## config.mk

```make
export PLATFORM = sky130hd
export DESIGN_NAME = cls_comm_loss_supervisor
export DESIGN_NICKNAME = d
export VERILOG_FILES = /design/src/rtl/cls_pkg.sv /design/src/rtl/cls_comm_loss_supervisor.sv
export VERILOG_INCLUDE_DIRS = /design/src /design/src/rtl
export SDC_FILE = /design/constraint.sdc
export NUM_CORES = 1
export LEC_CHECK = 0
export ABC_CLOCK_PERIOD_IN_PS = 6800
export BUFFER_PORTS_ARGS = -buffer_cell sky130_fd_sc_hd__buf_2
export CAP_MARGIN = 10
export CORE_UTILIZATION = 35
export DETAILED_ROUTE_END_ITERATION = 7
export PLACE_DENSITY = 0.55
export SYNTH_ARGS = -nofsm -noshare
export SYNTH_HDL_FRONTEND = slang
export SYNTH_SLANG_ARGS = --single-unit
export TNS_END_PERCENT = 30
```

## constraint.sdc

```tcl
create_clock -name ref_clk -period 6.8 [get_ports ref_clk]
set_input_delay 0.68 -clock ref_clk [delete_from_list [all_inputs] [get_ports ref_clk]]
set_output_delay 0.68 -clock ref_clk [all_outputs]
set_load 0.02 [all_outputs]
```

## src/rtl/cls_defines.svh

```systemverilog
// Register map, field positions, reset values and timing of the comm loss supervisor
`ifndef CLS_DEFINES_SVH
`define CLS_DEFINES_SVH
// Byte offsets on the register bus
`define CLS_OFF_CTRL      6'h00
`define CLS_OFF_TIMEOUT   6'h04
`define CLS_OFF_PRESET    6'h08
`define CLS_OFF_DECEL     6'h0c
`define CLS_OFF_STATUS    6'h10
`define CLS_OFF_SPEED     6'h14
`define CLS_OFF_IRQ_STAT  6'h20
`define CLS_OFF_IRQ_CLR   6'h24
`define CLS_OFF_IRQ_EN    6'h28
// Control register fields
`define CLS_DET_EN        0
`define CLS_DET_SEL       1
`define CLS_ACT_LSB       2
`define CLS_ACT_MSB       4
`define CLS_STOP_LSB      5
`define CLS_STOP_MSB      6
// Reset values
`define CLS_RST_CTRL      7'h07
`define CLS_RST_TIMEOUT   10'h014
`define CLS_RST_PRESET    10'h000
`define CLS_RST_DEC_NORM  16'h0064
`define CLS_RST_DEC_FAST  16'h0032
// Action codes and stop methods
`define CLS_ACT_IGNORE    3'h0
`define CLS_ACT_ALARM     3'h1
`define CLS_ACT_FAULT     3'h2
`define CLS_ACT_OPEN      3'h3
`define CLS_ACT_PRESET    3'h4
`define CLS_STOP_RAMP     2'h0
`define CLS_STOP_COAST    2'h1
`define CLS_STOP_FAST     2'h2
// Interrupt bits
`define CLS_IRQ_LOST      0
`define CLS_IRQ_RESUME    1
// Timing: clock period and interval unit (0.1 s) in ns, full scale speed steps
`define CLS_CLK_NS        100
`define CLS_TICK_NS       100000000
`define CLS_FULL_SPEED    600
`endif

```

## src/rtl/cls_pkg.sv

```systemverilog
// Types shared by the comm loss supervisor
package cls_pkg;
	typedef enum logic [2:0] {
		CLS_ST_WAIT  = 3'b001,
		CLS_ST_WATCH = 3'b010,
		CLS_ST_LOST  = 3'b100
	} cls_state_type;
	typedef struct packed {
		logic       valid;
		logic       run_fwd;
		logic       run_rev;
		logic [9:0] speed;
	} cls_msg_type;
	typedef struct packed {
		logic       run_forward_cmd;
		logic       run_reverse_cmd;
		logic       coast_stop;
		logic [9:0] speed_command;
		logic [9:0] output_freq;
	} cls_drive_type;
	typedef struct packed {
		logic comm_loss_alarm;
		logic comm_loss_fault;
		logic external_option_fault;
		logic fault_lamp;
		logic bypass_contactor;
	} cls_ind_type;
endpackage
```

## src/rtl/cls_comm_loss_supervisor.sv

```systemverilog
// Comm loss supervisor: message gap watchdog, loss responses, register slave
//
// Functional notes
// - Declare loss when message gap exceeds interval, then apply selected response.
// - A zero interval disables loss detection completely.
// - With zero interval, preset speed and detect enable are ignored.
// - Keep-last-speed mode leaves run state and speed alone, no indication.
// - Action code 0 behaves like a zero interval.
// - Action 1 with detect enable raises the alarm, speed unchanged.
// - Action 4 loads preset speed into speed command if running, and raises alarm.
// - Stop-with-fault raises external fault and forces speed command to zero.
// - Stop method 0 ramps down using the normal decel time.
// - Stop method 1 coasts with no deceleration control.
// - Stop method 2 ramps down using the fast stop decel time.
// - Stop-with-fault action 3 in bypass mode opens contactor, motor coasts.
// - Timeout arms only after a first message since power-up.
// - Continue responses keep running only if a run command was active.
// - Fault lamp lights on timeout and stays lit until messages resume.
// - Detection select of 0 disables detection and ignores action code.
// - Action 3 also opens the bypass contactor.
`timescale 1ns/10ps
`default_nettype none
`include "cls_defines.svh"
module cls_comm_loss_supervisor #(
	parameter int TICK_CYCLES = `CLS_TICK_NS / `CLS_CLK_NS,
	parameter int RAMP_CYCLES = TICK_CYCLES / `CLS_FULL_SPEED
) (
	// Clock and reset
	input  wire logic           ref_clk,
	input  wire logic           arst_n,
	// Avalon-MM slave
	input  wire logic [5:0]     avs_address,
	input  wire logic           avs_read,
	input  wire logic           avs_write,
	input  wire logic [31:0]    avs_writedata,
	output logic      [31:0]    avs_readdata,
	output logic                avs_waitrequest,
	// Network message and unit mode
	input  wire cls_pkg::cls_msg_type rx_msg,
	input  wire logic           bypass_mode,
	// Drive command and indications
	output cls_pkg::cls_drive_type    drive,
	output cls_pkg::cls_ind_type      ind,
	output logic                irq
);
	import cls_pkg::*;

	// ******************************
	// Registers and bus slave
	// ******************************
	logic [6:0]    cfg_ctrl;
	logic [9:0]    cfg_timeout;
	logic [9:0]    cfg_preset;
	logic [15:0]   cfg_dec_norm;
	logic [15:0]   cfg_dec_fast;
	logic [1:0]    irq_status;
	logic [1:0]    irq_enable;
	logic          ack;
	logic          wr_ok;
	logic [31:0]   next_rdata;
	logic [2:0]    act;
	logic [1:0]    stop_sel;
	cls_state_type state;
	cls_state_type next_state;
	logic [19:0]   cyc_cnt;
	logic [9:0]    tick_cnt;
	logic          tick;
	logic          msg;
	logic          lost;
	logic          lost_evt;
	logic          resume_evt;
	logic          detect_on;
	logic          fault_act;
	logic          running;
	logic          stopping;
	logic          ramp_fast;
	logic [19:0]   ramp_cyc;
	logic [15:0]   step_cnt;
	logic [15:0]   dec_lim;
	logic          sub_step;
	logic          step;
	cls_ind_type   next_ind;
	logic          cmd_fwd;
	logic          cmd_rev;
	logic          cmd_coast;
	logic [9:0]    cmd_speed;
	logic [9:0]    out_freq;

	assign act      = cfg_ctrl[`CLS_ACT_MSB:`CLS_ACT_LSB];
	assign stop_sel = cfg_ctrl[`CLS_STOP_MSB:`CLS_STOP_LSB];
	assign msg      = rx_msg.valid;
	assign lost     = (state == CLS_ST_LOST);
	assign running  = cmd_fwd | cmd_rev;

	// Drive bundle gathered from one register per concern, each with a single writer
	assign drive = '{run_forward_cmd: cmd_fwd, run_reverse_cmd: cmd_rev,
		coast_stop: cmd_coast, speed_command: cmd_speed, output_freq: out_freq};

	// One wait cycle per access; write lands when waitrequest is low
	assign avs_waitrequest = (avs_read | avs_write) & ~ack;
	assign wr_ok           = avs_write & ack;

	// Access handshake
	always_ff @(posedge ref_clk or negedge arst_n) begin
		if (!arst_n) begin
			ack <= 1'b0;
		end else begin
			ack <= (avs_read | avs_write) & ~ack;
		end
	end

	// Configuration registers
	always_ff @(posedge ref_clk or negedge arst_n) begin
		if (!arst_n) begin
			cfg_ctrl     <= `CLS_RST_CTRL;
			cfg_timeout  <= `CLS_RST_TIMEOUT;
			cfg_preset   <= `CLS_RST_PRESET;
			cfg_dec_norm <= `CLS_RST_DEC_NORM;
			cfg_dec_fast <= `CLS_RST_DEC_FAST;
			irq_enable   <= 2'h0;
		end else if (wr_ok) begin
			case (avs_address)
				`CLS_OFF_CTRL: begin
					cfg_ctrl <= avs_writedata[6:0];
				end
				`CLS_OFF_TIMEOUT: begin
					cfg_timeout <= avs_writedata[9:0];
				end
				`CLS_OFF_PRESET: begin
					cfg_preset <= avs_writedata[9:0];
				end
				`CLS_OFF_DECEL: begin
					cfg_dec_norm <= avs_writedata[15:0];
					cfg_dec_fast <= avs_writedata[31:16];
				end
				`CLS_OFF_IRQ_EN: begin
					irq_enable <= avs_writedata[1:0];
				end
				default: begin
				end
			endcase
		end
	end

	// Read mux; unmapped and write-only offsets read zero
	always_comb begin
		next_rdata = 32'h0000_0000;
		case (avs_address)
			`CLS_OFF_CTRL: begin
				next_rdata = {25'h0, cfg_ctrl};
			end
			`CLS_OFF_TIMEOUT: begin
				next_rdata = {22'h0, cfg_timeout};
			end
			`CLS_OFF_PRESET: begin
				next_rdata = {22'h0, cfg_preset};
			end
			`CLS_OFF_DECEL: begin
				next_rdata = {cfg_dec_fast, cfg_dec_norm};
			end
			`CLS_OFF_STATUS: begin
				next_rdata = {20'h0, bypass_mode, drive.coast_stop, drive.run_reverse_cmd,
					drive.run_forward_cmd, ind.bypass_contactor, ind.comm_loss_fault,
					ind.comm_loss_alarm, lost, state != CLS_ST_WAIT, stopping, 2'h0};
			end
			`CLS_OFF_SPEED: begin
				next_rdata = {6'h0, drive.output_freq, 6'h0, drive.speed_command};
			end
			`CLS_OFF_IRQ_STAT: begin
				next_rdata = {30'h0, irq_status};
			end
			`CLS_OFF_IRQ_EN: begin
				next_rdata = {30'h0, irq_enable};
			end
			default: begin
				next_rdata = 32'h0000_0000;
			end
		endcase
	end

	// Read data captured on the waiting cycle, stands while waitrequest is low
	always_ff @(posedge ref_clk or negedge arst_n) begin
		if (!arst_n) begin
			avs_readdata <= 32'h0000_0000;
		end else if (avs_read & ~ack) begin
			avs_readdata <= next_rdata;
		end
	end

	// ******************************
	// Interrupts
	// ******************************
	// Sticky events; a new event beats a clear in the same cycle
	always_ff @(posedge ref_clk or negedge arst_n) begin
		if (!arst_n) begin
			irq_status <= 2'h0;
		end else begin
			for (int i = 0; i < 2; i++) begin
				if (wr_ok && avs_address == `CLS_OFF_IRQ_CLR && avs_writedata[i]) begin
					irq_status[i] <= 1'b0;
				end
			end
			if (lost_evt) begin
				irq_status[`CLS_IRQ_LOST] <= 1'b1;
			end
			if (resume_evt) begin
				irq_status[`CLS_IRQ_RESUME] <= 1'b1;
			end
		end
	end

	// Level output
	always_ff @(posedge ref_clk or negedge arst_n) begin
		if (!arst_n) begin
			irq <= 1'b0;
		end else begin
			irq <= |(irq_status & irq_enable);
		end
	end

	// ******************************
	// Message gap watchdog
	// ******************************
	// Detection needs a nonzero interval, both enables and a live action code
	assign detect_on = (cfg_timeout != 10'h000)
		& cfg_ctrl[`CLS_DET_EN] & cfg_ctrl[`CLS_DET_SEL]
		& (act != `CLS_ACT_IGNORE) & (act <= `CLS_ACT_PRESET);
	assign fault_act = (act == `CLS_ACT_FAULT) | (act == `CLS_ACT_OPEN);

	// Interval prescaler, restarted by every message so gaps are exact
	assign tick = (cyc_cnt == 20'(TICK_CYCLES - 1));
	always_ff @(posedge ref_clk or negedge arst_n) begin
		if (!arst_n) begin
			cyc_cnt  <= 20'h00000;
			tick_cnt <= 10'h000;
		end else if (msg || state != CLS_ST_WATCH) begin
			cyc_cnt  <= 20'h00000;
			tick_cnt <= 10'h000;
		end else if (tick) begin
			cyc_cnt <= 20'h00000;
			if (tick_cnt != 10'h3ff) begin
				tick_cnt <= tick_cnt + 10'h001;
			end
		end else begin
			cyc_cnt <= cyc_cnt + 20'h00001;
		end
	end

	// Watchdog state: unarmed until the first message
	always_comb begin
		next_state = state;
		case (state)
			CLS_ST_WAIT: begin
				if (msg) begin
					next_state = CLS_ST_WATCH;
				end
			end
			CLS_ST_WATCH: begin
				if (!msg && detect_on && tick_cnt >= cfg_timeout) begin
					next_state = CLS_ST_LOST;
				end
			end
			// Loss latches until traffic returns; config writes do not clear it
			CLS_ST_LOST: begin
				if (msg) begin
					next_state = CLS_ST_WATCH;
				end
			end
			default: begin
				next_state = CLS_ST_WAIT;
			end
		endcase
	end
	assign lost_evt   = (state == CLS_ST_WATCH) && (next_state == CLS_ST_LOST);
	assign resume_evt = lost && msg;

	// State register
	always_ff @(posedge ref_clk or negedge arst_n) begin
		if (!arst_n) begin
			state <= CLS_ST_WAIT;
		end else begin
			state <= next_state;
		end
	end

	// ******************************
	// Loss responses
	// ******************************
	// Indications follow the held loss state; the lamp clears only on resume
	always_comb begin
		next_ind                       = '0;
		next_ind.fault_lamp            = lost;
		next_ind.comm_loss_alarm       = lost & ((act == `CLS_ACT_ALARM)
			| (act == `CLS_ACT_PRESET));
		next_ind.comm_loss_fault       = lost & fault_act;
		next_ind.external_option_fault = lost & fault_act;
		next_ind.bypass_contactor      = bypass_mode
			& ~(lost & (act == `CLS_ACT_OPEN));
	end

	// Indication register; contactor starts open until the mode is seen
	always_ff @(posedge ref_clk or negedge arst_n) begin
		if (!arst_n) begin
			ind <= '0;
		end else begin
			ind <= next_ind;
		end
	end

	// Run state and speed command; only messages ever start the motor
	always_ff @(posedge ref_clk or negedge arst_n) begin
		if (!arst_n) begin
			cmd_fwd   <= 1'b0;
			cmd_rev   <= 1'b0;
			cmd_speed <= 10'h000;
			cmd_coast <= 1'b0;
		end else if (msg) begin
			cmd_fwd   <= rx_msg.run_fwd;
			cmd_rev   <= rx_msg.run_rev;
			cmd_speed <= rx_msg.speed;
			cmd_coast <= 1'b0;
		end else if (lost_evt) begin
			case (act)
				`CLS_ACT_PRESET: begin
					if (running) begin
						cmd_speed <= cfg_preset;
					end
				end
				`CLS_ACT_FAULT, `CLS_ACT_OPEN: begin
					cmd_speed <= 10'h000;
					cmd_fwd   <= 1'b0;
					cmd_rev   <= 1'b0;
					// Open contactor in bypass leaves the motor coasting
					cmd_coast <= (stop_sel == `CLS_STOP_COAST)
						| ((act == `CLS_ACT_OPEN) & bypass_mode);
				end
				default: begin
				end
			endcase
		end
	end

	// Stop sequence flags; stopping held until messages resume, ramp_fast until the next fault loss
	always_ff @(posedge ref_clk or negedge arst_n) begin
		if (!arst_n) begin
			stopping  <= 1'b0;
			ramp_fast <= 1'b0;
		end else if (msg) begin
			stopping <= 1'b0;
		end else if (lost_evt && fault_act) begin
			stopping  <= 1'b1;
			ramp_fast <= (stop_sel == `CLS_STOP_FAST);
		end
	end

	// ******************************
	// Deceleration ramp
	// ******************************
	// Decel time is full scale to zero; zero time is taken as one unit
	assign dec_lim  = ramp_fast ? cfg_dec_fast : cfg_dec_norm;
	assign sub_step = (ramp_cyc == 20'(RAMP_CYCLES - 1));
	assign step     = sub_step && (step_cnt + 16'h0001 >= dec_lim);

	// Step timing; the sub step rounds down so ramps run slightly short
	always_ff @(posedge ref_clk or negedge arst_n) begin
		if (!arst_n) begin
			ramp_cyc <= 20'h00000;
			step_cnt <= 16'h0000;
		end else if (!stopping) begin
			ramp_cyc <= 20'h00000;
			step_cnt <= 16'h0000;
		end else if (sub_step) begin
			ramp_cyc <= 20'h00000;
			step_cnt <= step ? 16'h0000 : step_cnt + 16'h0001;
		end else begin
			ramp_cyc <= ramp_cyc + 20'h00001;
		end
	end

	// Output frequency tracks the command except while stopping
	always_ff @(posedge ref_clk or negedge arst_n) begin
		if (!arst_n) begin
			out_freq <= 10'h000;
		end else if (!stopping) begin
			out_freq <= cmd_speed;
		end else if (cmd_coast) begin
			out_freq <= 10'h000;
		end else if (step && out_freq != 10'h000) begin
			out_freq <= out_freq - 10'h001;
		end
	end
endmodule
`default_nettype wire

```

Word-level counts from Yosys, hierarchy flattened --
Cells that the tools add are included.
Cells by class: add/subtract/negate cells 5, $lt $le $gt $ge 3, equal/unequal tests 26, multiplexer cells 35, bitwise operators 21, reductions and logical operators 36
Operator list (number):
- $pmux 32 s8 | 1
- $mux 10 | 9
- $mux 20 | 4
- $mux 16 | 4
- $add 20x1->20 const B | 2
- $eq 20x11->1 const B | 1
- $eq 20x20->1 const B | 1
- $pmux 10 s2 | 1
- $reduce_bool 10->1 | 2
- $eq 6x6->1 const B | 3
- $add 16x1->16 const B | 1
- $ge 16x16->1 | 1
- $reduce_and 2->1 | 8
- $reduce_bool 2->1 | 7
- $mux 1 | 13
- $and 1x1->1 | 12
- $eq 6x4->1 const B | 2
- $eq 6x5->1 const B | 2
- $add 10x1->10 const B | 1
- $ge 10x10->1 | 1
- $logic_and 1x1->1 | 10
- $ne 10x10->1 const B | 1
- $sub 10x1->10 const B | 1
- $eq 3x2->1 const B | 3
- other kinds (21) | 35
Word-level totals: register bits 195, logic and storage cells 153

Logic depth before layout (Yosys ltp) --
Gate-level depths: netlist of run 1.
depth after elaboration 14, mapped depth 15, mapped depth without buffers 14

Least setup slack after synthesis of run 1 --
OpenSTA, ideal clock, no wires.
path kind register to register, start point register step_cnt[0], end point register step_cnt[7], library setup time 0.076 ns, arrival time 3.379 ns, data required time 6.724 ns, path slack 3.344 ns, cell stages (with the launch flop) 16, buffers on the path 1, clock period less this slack 3.456 ns, cell sequence dfrtp_1 > ha_1 > nand3_1 > nor2_1 > nand3_1 > nor2_1 > xor2_1 > ha_1 > a21o_1 > a221oi_2 > and2_1 > a21boi_4 > or3_1 > buf_2 > or3_1 > o21ai_1
On the way: longest elaborated chain between the ends 6
Ends and longest elaborated chain:
- start: declaration | line cls_comm_loss_supervisor.sv:78 | logic [15:0] step_cnt;
- start signal: assignment | line cls_comm_loss_supervisor.sv:374 | step_cnt <= step ? 16'h0000 : step_cnt + 16'h0001;
- $add 16x1->16 * | line cls_comm_loss_supervisor.sv:362, cls_comm_loss_supervisor.sv:374
- $ge 16x16->1 | line cls_comm_loss_supervisor.sv:362 | assign step = sub_step && (step_cnt + 16'h0001 >= dec_lim);
- $logic_and 1x1->1 | line cls_comm_loss_supervisor.sv:362
- $mux 16 * | line cls_comm_loss_supervisor.sv:374
- $mux 16 * | line cls_comm_loss_supervisor.sv:372 | end else if (sub_step) begin
- $mux 16 * | line cls_comm_loss_supervisor.sv:369 | end else if (!stopping) begin
Mark *: on every way between the ends. The rest lies on a longest branch, timed or not. The select of a mux whose other input is x is not followed. A chain may end at the register's enable or synchronous reset.

Final worst setup path of run 1 --
start point register step_cnt[0], end point register step_cnt[6]
Same word-level chain as after synthesis.

==> metrics, run 1 <==
TritonCTS buffer count=17; Crit Path Max Fanout=17; CTS tree=done; GRT Util Overall=0.193; core box area=27700 µm²; delay-heaviest family, CP=simple AND/OR/NAND/NOR gates; routed wire length=27000 µm; Max Slew Vio Count=0; clk root buf=clkbuf_16; vias in the first global route=7303; largest net degree at the start of global routing=75; die height=170 µm; vias per inst=5.21; Clock transition at path regs=0.10 ns; clk_skew=0.0268 ns; Initial DRC Count=507; max_cap viols=0; crit path buf inv count=0; total vias in the final route=7499; crit path max-delay cell type=nor3_2; CTS Buffer Depth=2; R2R depth=14; Arrival @ worst endpoint=4.48 ns; diodes inserted=0; Die Area=28800 µm²; Synth Flop Type=dfrtp_1; Fill cells=2737; setup TNS=0 ns; CP Launch Type=flop; Mapped Nets=1031; CP max stage delay=0.85 ns; H-tree levels=4; CP Capture Type=flop; Seq/Total Area, Yosys=0.497; Unique masters post-synth=70; hold-fix buffers at CTS=0; Synth Instances=943; cell area after synthesis=9850 µm²; Die X=170 µm; Initial Utilization=0.356; Leakage=5.15 nW; Slew @ Worst Pin=1.09 ns; Synth warnings=0; status=finished clean; global-route wire length before repair=42000 µm; Remaining DRCs=0; Layout Nets=1136; worst skew pair latency=0.45 ns; #FFs+latches synth=195; clk sink count=195; reg2reg setup slack=2.69 ns; initial antenna violation count=1; Async S/R FF share, synth=1.00; share of cells above drive strength 1=0.234; post-cts gate resize count=0; setup violators final=0; RSZ-0062 raised after global routing=no; PortBufs=117; Post-DRT Antenna Nets=0; RePlAce Congestion=0.860; peak supply drop=0.000202 V; non-filler cells, final=1439; syn avg cell area=10.4 µm²; r2r startpoint=step_cnt[0]; hpwl dp=20000 µm; I/O Pins=118; DR pass1 iterations=5; Remaining Overflow, GRT=0; Tmin final=4.11 ns; Worst Path Required=7.18 ns; Hold Crit Class=primary input to async pin; cell total after placement=1407; CP Class=flop to flop; fmax=243 MHz; final clock period utilization by the worst path=0.604; crit path cell chain=ha_1, nand3_1, nor2_1, nand3_1, nor2_1, xor2_1, ha_1, a21o_1, a221oi_2, and2_1, a21boi_4, nor3_2, o21ai_0, a31oi_1; Final Hold Vio Count=0; Avg WL per Cell=18.7 µm; row count=61; relative slew slack=0.266; Post-synth EDFFs=0; PwrDens=230 nW/µm²; Layout area overhead=16.3%; Reg-to-Reg End=step_cnt[6]; postcts setup bufs=0
-- registers in the layout, summed over array words and instances (netlist names), 2 cells and up --
name          cells
cfg_dec_norm     16
step_cnt         16
cfg_ctrl          7
cfg_timeout      10
state             3
avs_readdata     32
cfg_preset       10
ind               4
out_freq         10
cfg_dec_fast     16
irq_status        2
irq_enable        2
cyc_cnt          20
tick_cnt         10
ramp_cyc         20
cmd_speed        10
-- routing by layer --
layer / wire, µm / up-vias / track usage
met5: 13 / - / 0
met4: 566 / 2 / 0.0631
li1: - / 3613 / -
met2: 12400 / 183 / 0.301
met3: 1490 / 29 / 0.0399
met1: 12500 / 3672 / 0.265
-- per-stage QoR --
| step | setup slack [ns] | hold WS (ns) | utilization | cell area (µm²) | power (W) |
|---|---|---|---|---|---|
| global route | 2.32 | 0.191 | 0.414 | 11500 | 0.00275 |
| global placement | 2.70 | 0.459 | 0.390 | 10800 | 0.00157 |
| floorplan | 3.34 | 0.384 | - | 9850 | 0.00144 |
| detailed placement | 2.69 | 0.465 | 0.390 | 10800 | 0.00157 |
| finish | 2.69 | 0.166 | 0.414 | 11500 | 0.00264 |
| CTS | 2.64 | 0.186 | 0.414 | 11500 | 0.00267 |
-- cell usage in the layout (no fill, tap or decap), types with 15 or more instances in the layout --
cell and n:
buf_2 116, nand2_1 102, clkbuf_16 17, xnor2_1 25, nor2_1 70, inv_1 28, nand3_1 32, o21ai_0 60
mux2_2 54, nand4_1 15, a21oi_1 24, ha_1 32, mux2i_1 20, xor2_1 36, a22oi_1 20, dfrtp_1 183
-- synthesized netlist by cell type, types with 4 or more instances --
cell type  number  area share
o2111ai_1       5      0.0044
dfstp_2        12       0.032
xnor2_1        25       0.022
and3_1          9      0.0057
mux2i_1        20       0.020
o21ai_1        10      0.0051
nor3_1         13      0.0066
nand2b_1        8      0.0051
nor2b_1         5      0.0032
nand4_1        15      0.0095
buf_4           5      0.0038
a31oi_1         5      0.0032
nor3_2          4      0.0041
o21ai_0        61       0.031
or3_1          11      0.0070
a22oi_1        20       0.015
ha_1           32       0.041
nor4_1          4      0.0025
nor2_1         70       0.027
a221o_1        14       0.014
and4_1          5      0.0044
nand2_1       102       0.039
and2_1         13      0.0083
dfrtp_1       183        0.46
xor2_1         36       0.032
o211ai_1        4      0.0030
inv_1          28       0.011
nand3_1        33       0.017
a21oi_1        24       0.012
clkbuf_1       28       0.011
mux2_2         54       0.062
a21o_1          9      0.0069
a22o_1         12       0.011
a221oi_1        8      0.0071
-- how the worst max path moves through the flow --
stage | start | to | slack [ns] | cells after the start
global placement | step_cnt[0] | step_cnt[6] | 2.70 | 14
floorplan | step_cnt[0] | step_cnt[7] | 3.34 | 15
detailed placement | step_cnt[0] | step_cnt[6] | 2.69 | 14
finish | step_cnt[0] | step_cnt[6] | 2.69 | 14
CTS | step_cnt[0] | step_cnt[6] | 2.64 | 14
global route | step_cnt[0] | step_cnt[6] | 2.32 | 14
-- power breakdown --
part	leakage, nW	internal, W	switching [W]
Sequential	2.59	0.00122	0.0000702
Combinational	2.25	0.000100	0.000157
Clock	0.312	0.000525	0.000567
Total	5.15	0.00185	0.000795
-- cell families after synthesis --
| group | after synthesis | synth area share |
|---|---|---|
| simple gates | 315 | 0.160 |
| mux | 74 | 0.0821 |
| xor+xnor | 61 | 0.0542 |
| fa+ha+maj | 32 | 0.0406 |
| compound gates | 197 | 0.137 |
| flops | 195 | 0.497 |
| buf+inv | 69 | 0.0292 |
-- cell type report --
type	count	area, µm²	area share
well taps	378	473	0.0413
multi-input cells	679	4680	0.408
clock buffers	17	425	0.0371
clock inverters	15	223	0.0194
inverters	30	113	0.00983
flip-flops and latches	195	4890	0.427
repair buffers	125	654	0.0571
Note: power is estimated with default switching activity, not from simulation.
==> inputs of run 2 (changes only) <==
--- a/config.mk
+++ b/config.mk
@@ -6,12 +6,12 @@
 export SDC_FILE = /design/constraint.sdc
 export NUM_CORES = 1
 export LEC_CHECK = 0
-export ABC_CLOCK_PERIOD_IN_PS = 6800
+export ABC_CLOCK_PERIOD_IN_PS = 3700
 export BUFFER_PORTS_ARGS = -buffer_cell sky130_fd_sc_hd__buf_2
 export CAP_MARGIN = 10
 export CORE_UTILIZATION = 35
 export DETAILED_ROUTE_END_ITERATION = 7
-export PLACE_DENSITY = 0.55
+export PLACE_DENSITY = 0.56
 export SYNTH_ARGS = -nofsm -noshare
 export SYNTH_HDL_FRONTEND = slang
 export SYNTH_SLANG_ARGS = --single-unit
==> constraint.sdc (replaced) <==
create_clock -name ref_clk -period 3.7 [get_ports ref_clk]
set_input_delay 0.37 -clock ref_clk [delete_from_list [all_inputs] [get_ports ref_clk]]
set_output_delay 0.37 -clock ref_clk [all_outputs]
set_load 0.02 [all_outputs]
==> run 2 against run 1 <==
Against the previous run: clock skew decreased by 0.010 ns; sequential cell count stayed put; fmax is 20% higher; register-to-register slack worse by 2.4 ns; critical path type unchanged; utilization grew 0.27 points; global-route usage rose by 0.060 points; total power up 80%; clock power rose by 73%.
==> metrics, run 2 (synthesis gave the netlist of run 1 again) <==
status=finished clean; Die X=170 µm (unchanged); routed wire length=26900 µm (-0.33%); Initial DRC Count=477 (-5.9%); Slew @ Worst Pin=0.914 ns (-0.180 ns); RSZ-0062 raised after global routing=no; worst hold margin=0.00372 ns (-0.163 ns); most frequent cells in the layout=dfrtp_1 (182), buf_2 (116), nand2_1 (102); row count=61 (unchanged); global-route wire length before repair=42200 µm (+0.54%); PwrDens=411 nW/µm² (+79%); Tmin final=3.41 ns (-0.698 ns); setup violators final=0 (unchanged); Crit Path Max Fanout=17 (unchanged); die height=170 µm (unchanged); Hold Crit Class=primary input to async pin; worst skew pair latency=0.45 ns (about the same); CP Capture Type=flop; Initial Utilization=0.356 (unchanged); Worst Path Required=4.07 ns (-3.11 ns); vias in the first global route=7262 (-0.56%); Remaining Overflow, GRT=0 (unchanged); design area=11500 µm² (+0.64%); vias per inst=5.16 (-0.99%); clk sink count=195 (unchanged); crit path cell chain=ha_1, nand3_1, nor2_1, nand3_1, nor2_1, xor2_1, ha_1, a21o_1, a221oi_2, and2_1, a21boi_4, buf_4, nor3_2, buf_6, o21ai_0, a31oi_1; delay-heaviest family, CP=simple AND/OR/NAND/NOR gates; r2r startpoint=step_cnt[0]; crit path buf inv count=2 (+2); Top reg by flops=avs_readdata; Avg WL per Cell=18.5 µm (-1.4%); Final Hold Vio Count=0 (unchanged); share of cells above drive strength 1=0.243 (+0.00950); Post-DP Area=10900 µm² (+0.90%); reg2reg setup slack=0.29 ns (-2.40 ns); RePlAce Congestion=0.860 (about the same); Leakage=5.20 nW (+0.92%); Fill cells=2729 (-0.29%); core box area=27700 µm² (unchanged); CTS Buffer Depth=2 (unchanged); setup TNS=0 ns (unchanged); relative slew slack=0.387 (+0.121); final clock period utilization by the worst path=0.921 (+0.317); peak supply drop=0.000238 V (+18%); CTS tree=done; Clock transition at path regs=0.09 ns (about the same); clk_skew=0.0168 ns (-0.00999 ns); Die Area=28800 µm² (unchanged); GRT Util Overall=0.193 (+0.000598); R2R depth=16 (+2); fmax=293 MHz (+20%); Layout area overhead=17.1%; TritonCTS buffer count=17 (unchanged); max FFs per register=32 (unchanged); Arrival @ worst endpoint=3.78 ns (-0.70 ns); clk root buf=clkbuf_16; area taken by multi-input logic gates=4680 µm² (unchanged); CP Launch Type=flop; Max Slew Vio Count=0 (unchanged); max_cap viols=0 (unchanged); Util after Layout=0.416 (+0.00266); CP Class=flop to flop; commonest non-fill, non-tap cell in the layout=dfrtp_1; Post-DRT Antenna Nets=0 (unchanged); CP max stage delay=0.41 ns (-0.44 ns); total vias in the final route=7502 (+0.040%); PortBufs=117 (unchanged); DR pass1 iterations=7 (+2); hpwl dp=19700 µm (-1.4%); top flop regs=avs_readdata (32), cyc_cnt (20), ramp_cyc (20); largest net degree at the start of global routing=98 (+31%); I/O Pins=118 (unchanged); initial antenna violation count=4 (+3); Reg-to-Reg End=step_cnt[6]; Storage cell area=4900 µm² (about the same); Layout Nets=1148 (+1.1%); H-tree levels=4 (unchanged); Remaining DRCs=0 (unchanged); crit path max-delay cell type=dfrtp_2
run 2: cell count changes in the layout (fill, tap and decap cells not counted), sizes merged:
| cell | change |
|---|---|
| clkinv | +3 |
| inv | -3 |
| buf | +12 |
| diode | +3 |
run 2: power by group:
part / leakage [nW] / internal [W] / switching (W)
sequential: 2.59 / 0.00224 / 0.000125
clock: 0.294 / 0.000923 / 0.000969
combinational: 2.32 / 0.000194 / 0.000293
run 2: worst reg2reg max path: cells and delay by family, from the launching register on:
family / cells / cell delay (ns)
and+or+nand+nor: 6 / 1.04
AOI/OAI and AO/OA: 5 / 0.85
adders and majority gates: 2 / 0.49
DFF: 1 / 0.41
buffers and inverters: 2 / 0.37
xor gates and xnor gates: 1 / 0.19
run 2: stage by stage:
stage | cells | total power (W) | setup slack [ns]
final | 1454 | 0.00474 | 0.291
after global routing | 1452 | 0.00494 | 0.00533
after CTS | 1451 | 0.00480 | 0.131
after detailed placement | 1419 | 0.00290 | 0.152
after global placement | 1419 | 0.00289 | 0.231
after floorplan | 943 | 0.00266 | 0.244
run 2: repair_timing:
item / 4_1_cts / 5_1_grt
hold endpoints to repair: 0 / 0
hold buffers: 0 / 0
buffers inserted: 0 / 0
setup endpoints to repair: 0 / 11
gates resized for setup: 0 / 3
run 2: worst max-delay path by stage:
stage	endpoint	depth (start not counted)	slack (ns)	start
finish	step_cnt[6]	16	0.29	step_cnt[0]
global route	out_freq[8]	13	0.005	step_cnt[2]
CTS	step_cnt[15]	14	0.13	step_cnt[0]
detailed placement	step_cnt[5]	14	0.15	step_cnt[0]
global placement	step_cnt[13]	14	0.23	step_cnt[0]
floorplan	step_cnt[7]	15	0.24	step_cnt[0]
run 2: final cells by class:
class / count / share of cell area
sequential: 195 / 0.424
multi-input combinational: 679 / 0.406
timing repair buffer: 137 / 0.0660
tap: 378 / 0.0410
clock buffer: 17 / 0.0369
clock inverter: 15 / 0.0157
inverter: 30 / 0.00976
antenna: 3 / 0.000651
run 2: routing by layer:
layer  global-route usage  routed length, µm
met1                0.269              12700
met4               0.0482                294
met5                    0                 13
met2                0.305              12600
met3               0.0401               1230
==> inputs of run 3 (changes only) <==
--- a/config.mk
+++ b/config.mk
@@ -11,7 +11,9 @@
 export CAP_MARGIN = 10
 export CORE_UTILIZATION = 35
 export DETAILED_ROUTE_END_ITERATION = 7
+export HOLD_SLACK_MARGIN = 0.08
 export PLACE_DENSITY = 0.56
+export RECOVER_POWER = 25
 export SYNTH_ARGS = -nofsm -noshare
 export SYNTH_HDL_FRONTEND = slang
 export SYNTH_SLANG_ARGS = --single-unit
==> run 3 against run 2 <==
Against the previous run: highest routed layer unchanged; critical path type unchanged; cell area about the same; register-to-register slack about the same; count of clock-buffer cells in the layout unchanged; global-route usage unchanged; fmax decreased by 0.10%; clock power about the same; non-clock buffer count increased by 1; combinational power about the same; largest cell class unchanged; the flow now finishes with violations (capacitance limit, slew limit); hold slack improved by 0.14 ns.
==> metrics, run 3 (synthesis gave the netlist of run 1 again) <==
top flop regs=avs_readdata (32), cyc_cnt (20), ramp_cyc (20); pre-CTS setup slack=0.152 ns (unchanged); Tmin final=3.41 ns (+0.00344 ns); Avg WL per Cell=18.5 µm (+0.17%); HP Start=avs_writedata[23]; commonest non-fill, non-tap cell in the layout=dfrtp_1; CTS Buffer Depth=2 (unchanged); sequential fraction of design power=0.498 (about the same); DR pass1 iterations=5 (-2); vias per inst=5.17 (+0.17%); Layout area overhead=17.0% (about the same); Gate power share=0.103 (about the same); total power draw=0.00474 W (about the same); area taken by multi-input logic gates=4680 µm² (unchanged); clk_skew=0.0169 ns (+0.0000495 ns); die height=170 µm (unchanged); global-route wire length before repair=42200 µm (unchanged); Crit Path Max Fanout=17 (unchanged); Internal Power=0.00336 W (about the same); Die Area=28800 µm² (unchanged); PortBufs=117 (unchanged); crit path cell chain=ha_1, nand3_1, nor2_1, nand3_1, nor2_1, xor2_1, ha_1, a21o_1, a221oi_2, and2_1, a21boi_4, buf_4, nor3_2, buf_6, o21ai_0, a31oi_1; setup violators final=0 (unchanged); Worst Path Required=4.07 ns (about the same); r2r startpoint=step_cnt[0]; crit path buf inv count=2 (unchanged); hpwl dp=19700 µm (unchanged); Fill cells=2739 (+0.37%); Clock transition at path regs=0.08 ns (about the same); largest net degree at the start of global routing=98 (unchanged); Util after Layout=0.416 (about the same); final clock period utilization by the worst path=0.922 (+0.000931); GR Layer Usage met1=0.269 (unchanged); worst hold margin=0.146 ns (+0.142 ns); CTS tree=done; Max Slew Vio Count=97 (+97); Storage cell area=4900 µm² (unchanged); fmax=293 MHz (-0.10%); CP Launch Type=flop; Slew @ Worst Pin=2.49 ns (+1.58 ns); Hold Crit Class=primary input to flop; routed wire length=26900 µm (+0.24%); delay-heaviest family, CP=simple AND/OR/NAND/NOR gates; share of cells above drive strength 1=0.234 (-0.00954); GR Layer Usage met2=0.305 (unchanged); TritonCTS buffer count=17 (unchanged); I/O Pins=118 (unchanged); H-tree levels=4 (unchanged); gr busiest metal=met2; Die X=170 µm (unchanged); crit path max-delay cell type=dfrtp_2; met3 Track Usage GR=0.0401 (unchanged); P_sw=0.00139 W (about the same); setup TNS=0 ns (unchanged); crit path launch=step_cnt[0]; CP Capture Type=flop; initial antenna violation count=4 (unchanged); max_cap viols=1 (+1); clock share of power=0.399 (about the same); Arrival @ worst endpoint=3.78 ns (about the same); PwrDens=412 nW/µm² (about the same); postcts setup bufs=0 (unchanged); status=finished with violations; Leakage=5.16 nW (-0.74%); Initial Utilization=0.356 (unchanged); CP Class=flop to flop; Post-DRT Antenna Nets=0 (unchanged); worst skew pair latency=0.45 ns (about the same); row count=61 (unchanged); CP max stage delay=0.41 ns (about the same); RePlAce Congestion=0.860 (unchanged); clk sink count=195 (unchanged); max FFs per register=32 (unchanged); most frequent cells in the layout=dfrtp_1 (182), buf_2 (107), nand2_1 (102); core box area=27700 µm² (unchanged); Final Hold Vio Count=0 (unchanged); total vias in the final route=7520 (+0.24%); Remaining DRCs=0 (unchanged); GRT Util Overall=0.193 (unchanged); RSZ-0062 raised after global routing=no; Remaining Overflow, GRT=0 (unchanged); clk root buf=clkbuf_16; Top reg by flops=avs_readdata; setup ws final=0.288 ns (-0.00344 ns); vias in the first global route=7262 (unchanged); Layout Nets=1149 (+0.087%); Initial DRC Count=541 (+13%); switch share=0.292 (about the same); failing checks=capacitance limit, slew limit; peak supply drop=0.000237 V (-0.41%); relative slew slack=-0.662 (-1.05)
[run 3: what timing repair did]
item                       CTS  global route
hold buffers                 1             0
hold endpoints to repair    91             0
gates resized for setup      0             3
setup endpoints to repair    0            11
[run 3: final cells by class]
| type | count | share of cell area |
|---|---|---|
| clock inverter | 15 | 0.0157 |
| tap | 378 | 0.0410 |
| clock buffer | 17 | 0.0369 |
| timing repair buffer | 138 | 0.0651 |
| multi-input combinational | 679 | 0.406 |
| inverter | 30 | 0.00977 |
| antenna | 3 | 0.000651 |
| sequential | 195 | 0.425 |
[run 3: worst reg2reg max path, stage by stage (launching register included)]
cell	delay, ns
dfrtp_2	0.41
ha_1	0.23
nand3_1	0.14
nor2_1	0.17
nand3_1	0.11
nor2_1	0.19
xor2_1	0.19
ha_1	0.26
a21o_1	0.19
a221oi_2	0.28
and2_1	0.24
a21boi_4	0.08
buf_4	0.17
nor3_2	0.19
buf_6	0.20
o21ai_0	0.10
a31oi_1	0.19
[run 3: routing by layer]
metal	share of wire	wire length, µm	up-vias
li1	-	-	3627
met1	0.47	12500	3714
met2	0.47	12700	159
met3	0.053	1430	18
met4	0.0096	259	2
met5	0.00048	13	-
[run 3: power by group through the flow]
stage          Sequential, W  Combinational, W  Clock (W)
2_1_floorplan        0.00238          0.000274          0
3_3_place_gp         0.00241          0.000486          0
3_5_place_dp         0.00241          0.000493          0
4_1_cts              0.00237          0.000495    0.00194
5_1_grt              0.00238          0.000544    0.00201
6_report             0.00236          0.000487    0.00189
[run 3: final timing paths]
path	cells past startpoint	slack (ns)	to
worst max-delay path	16	0.29	step_cnt[6]
worst min-delay path	2	0.15	cfg_dec_fast[7]
worst max register to register	16	0.29	step_cnt[6]
worst min register to register	2	0.48	avs_readdata[31]
max in group asynchronous	2	0.88	step_cnt[0]
min in group asynchronous	2	1.23	step_cnt[13]
[run 3: through the flow]
step	std cells	instance area, µm²
2_1_floorplan	943	9850
3_3_place_gp	1419	10900
3_5_place_dp	1419	10900
4_1_cts	1452	11500
5_1_grt	1453	11500
6_report	1455	11500
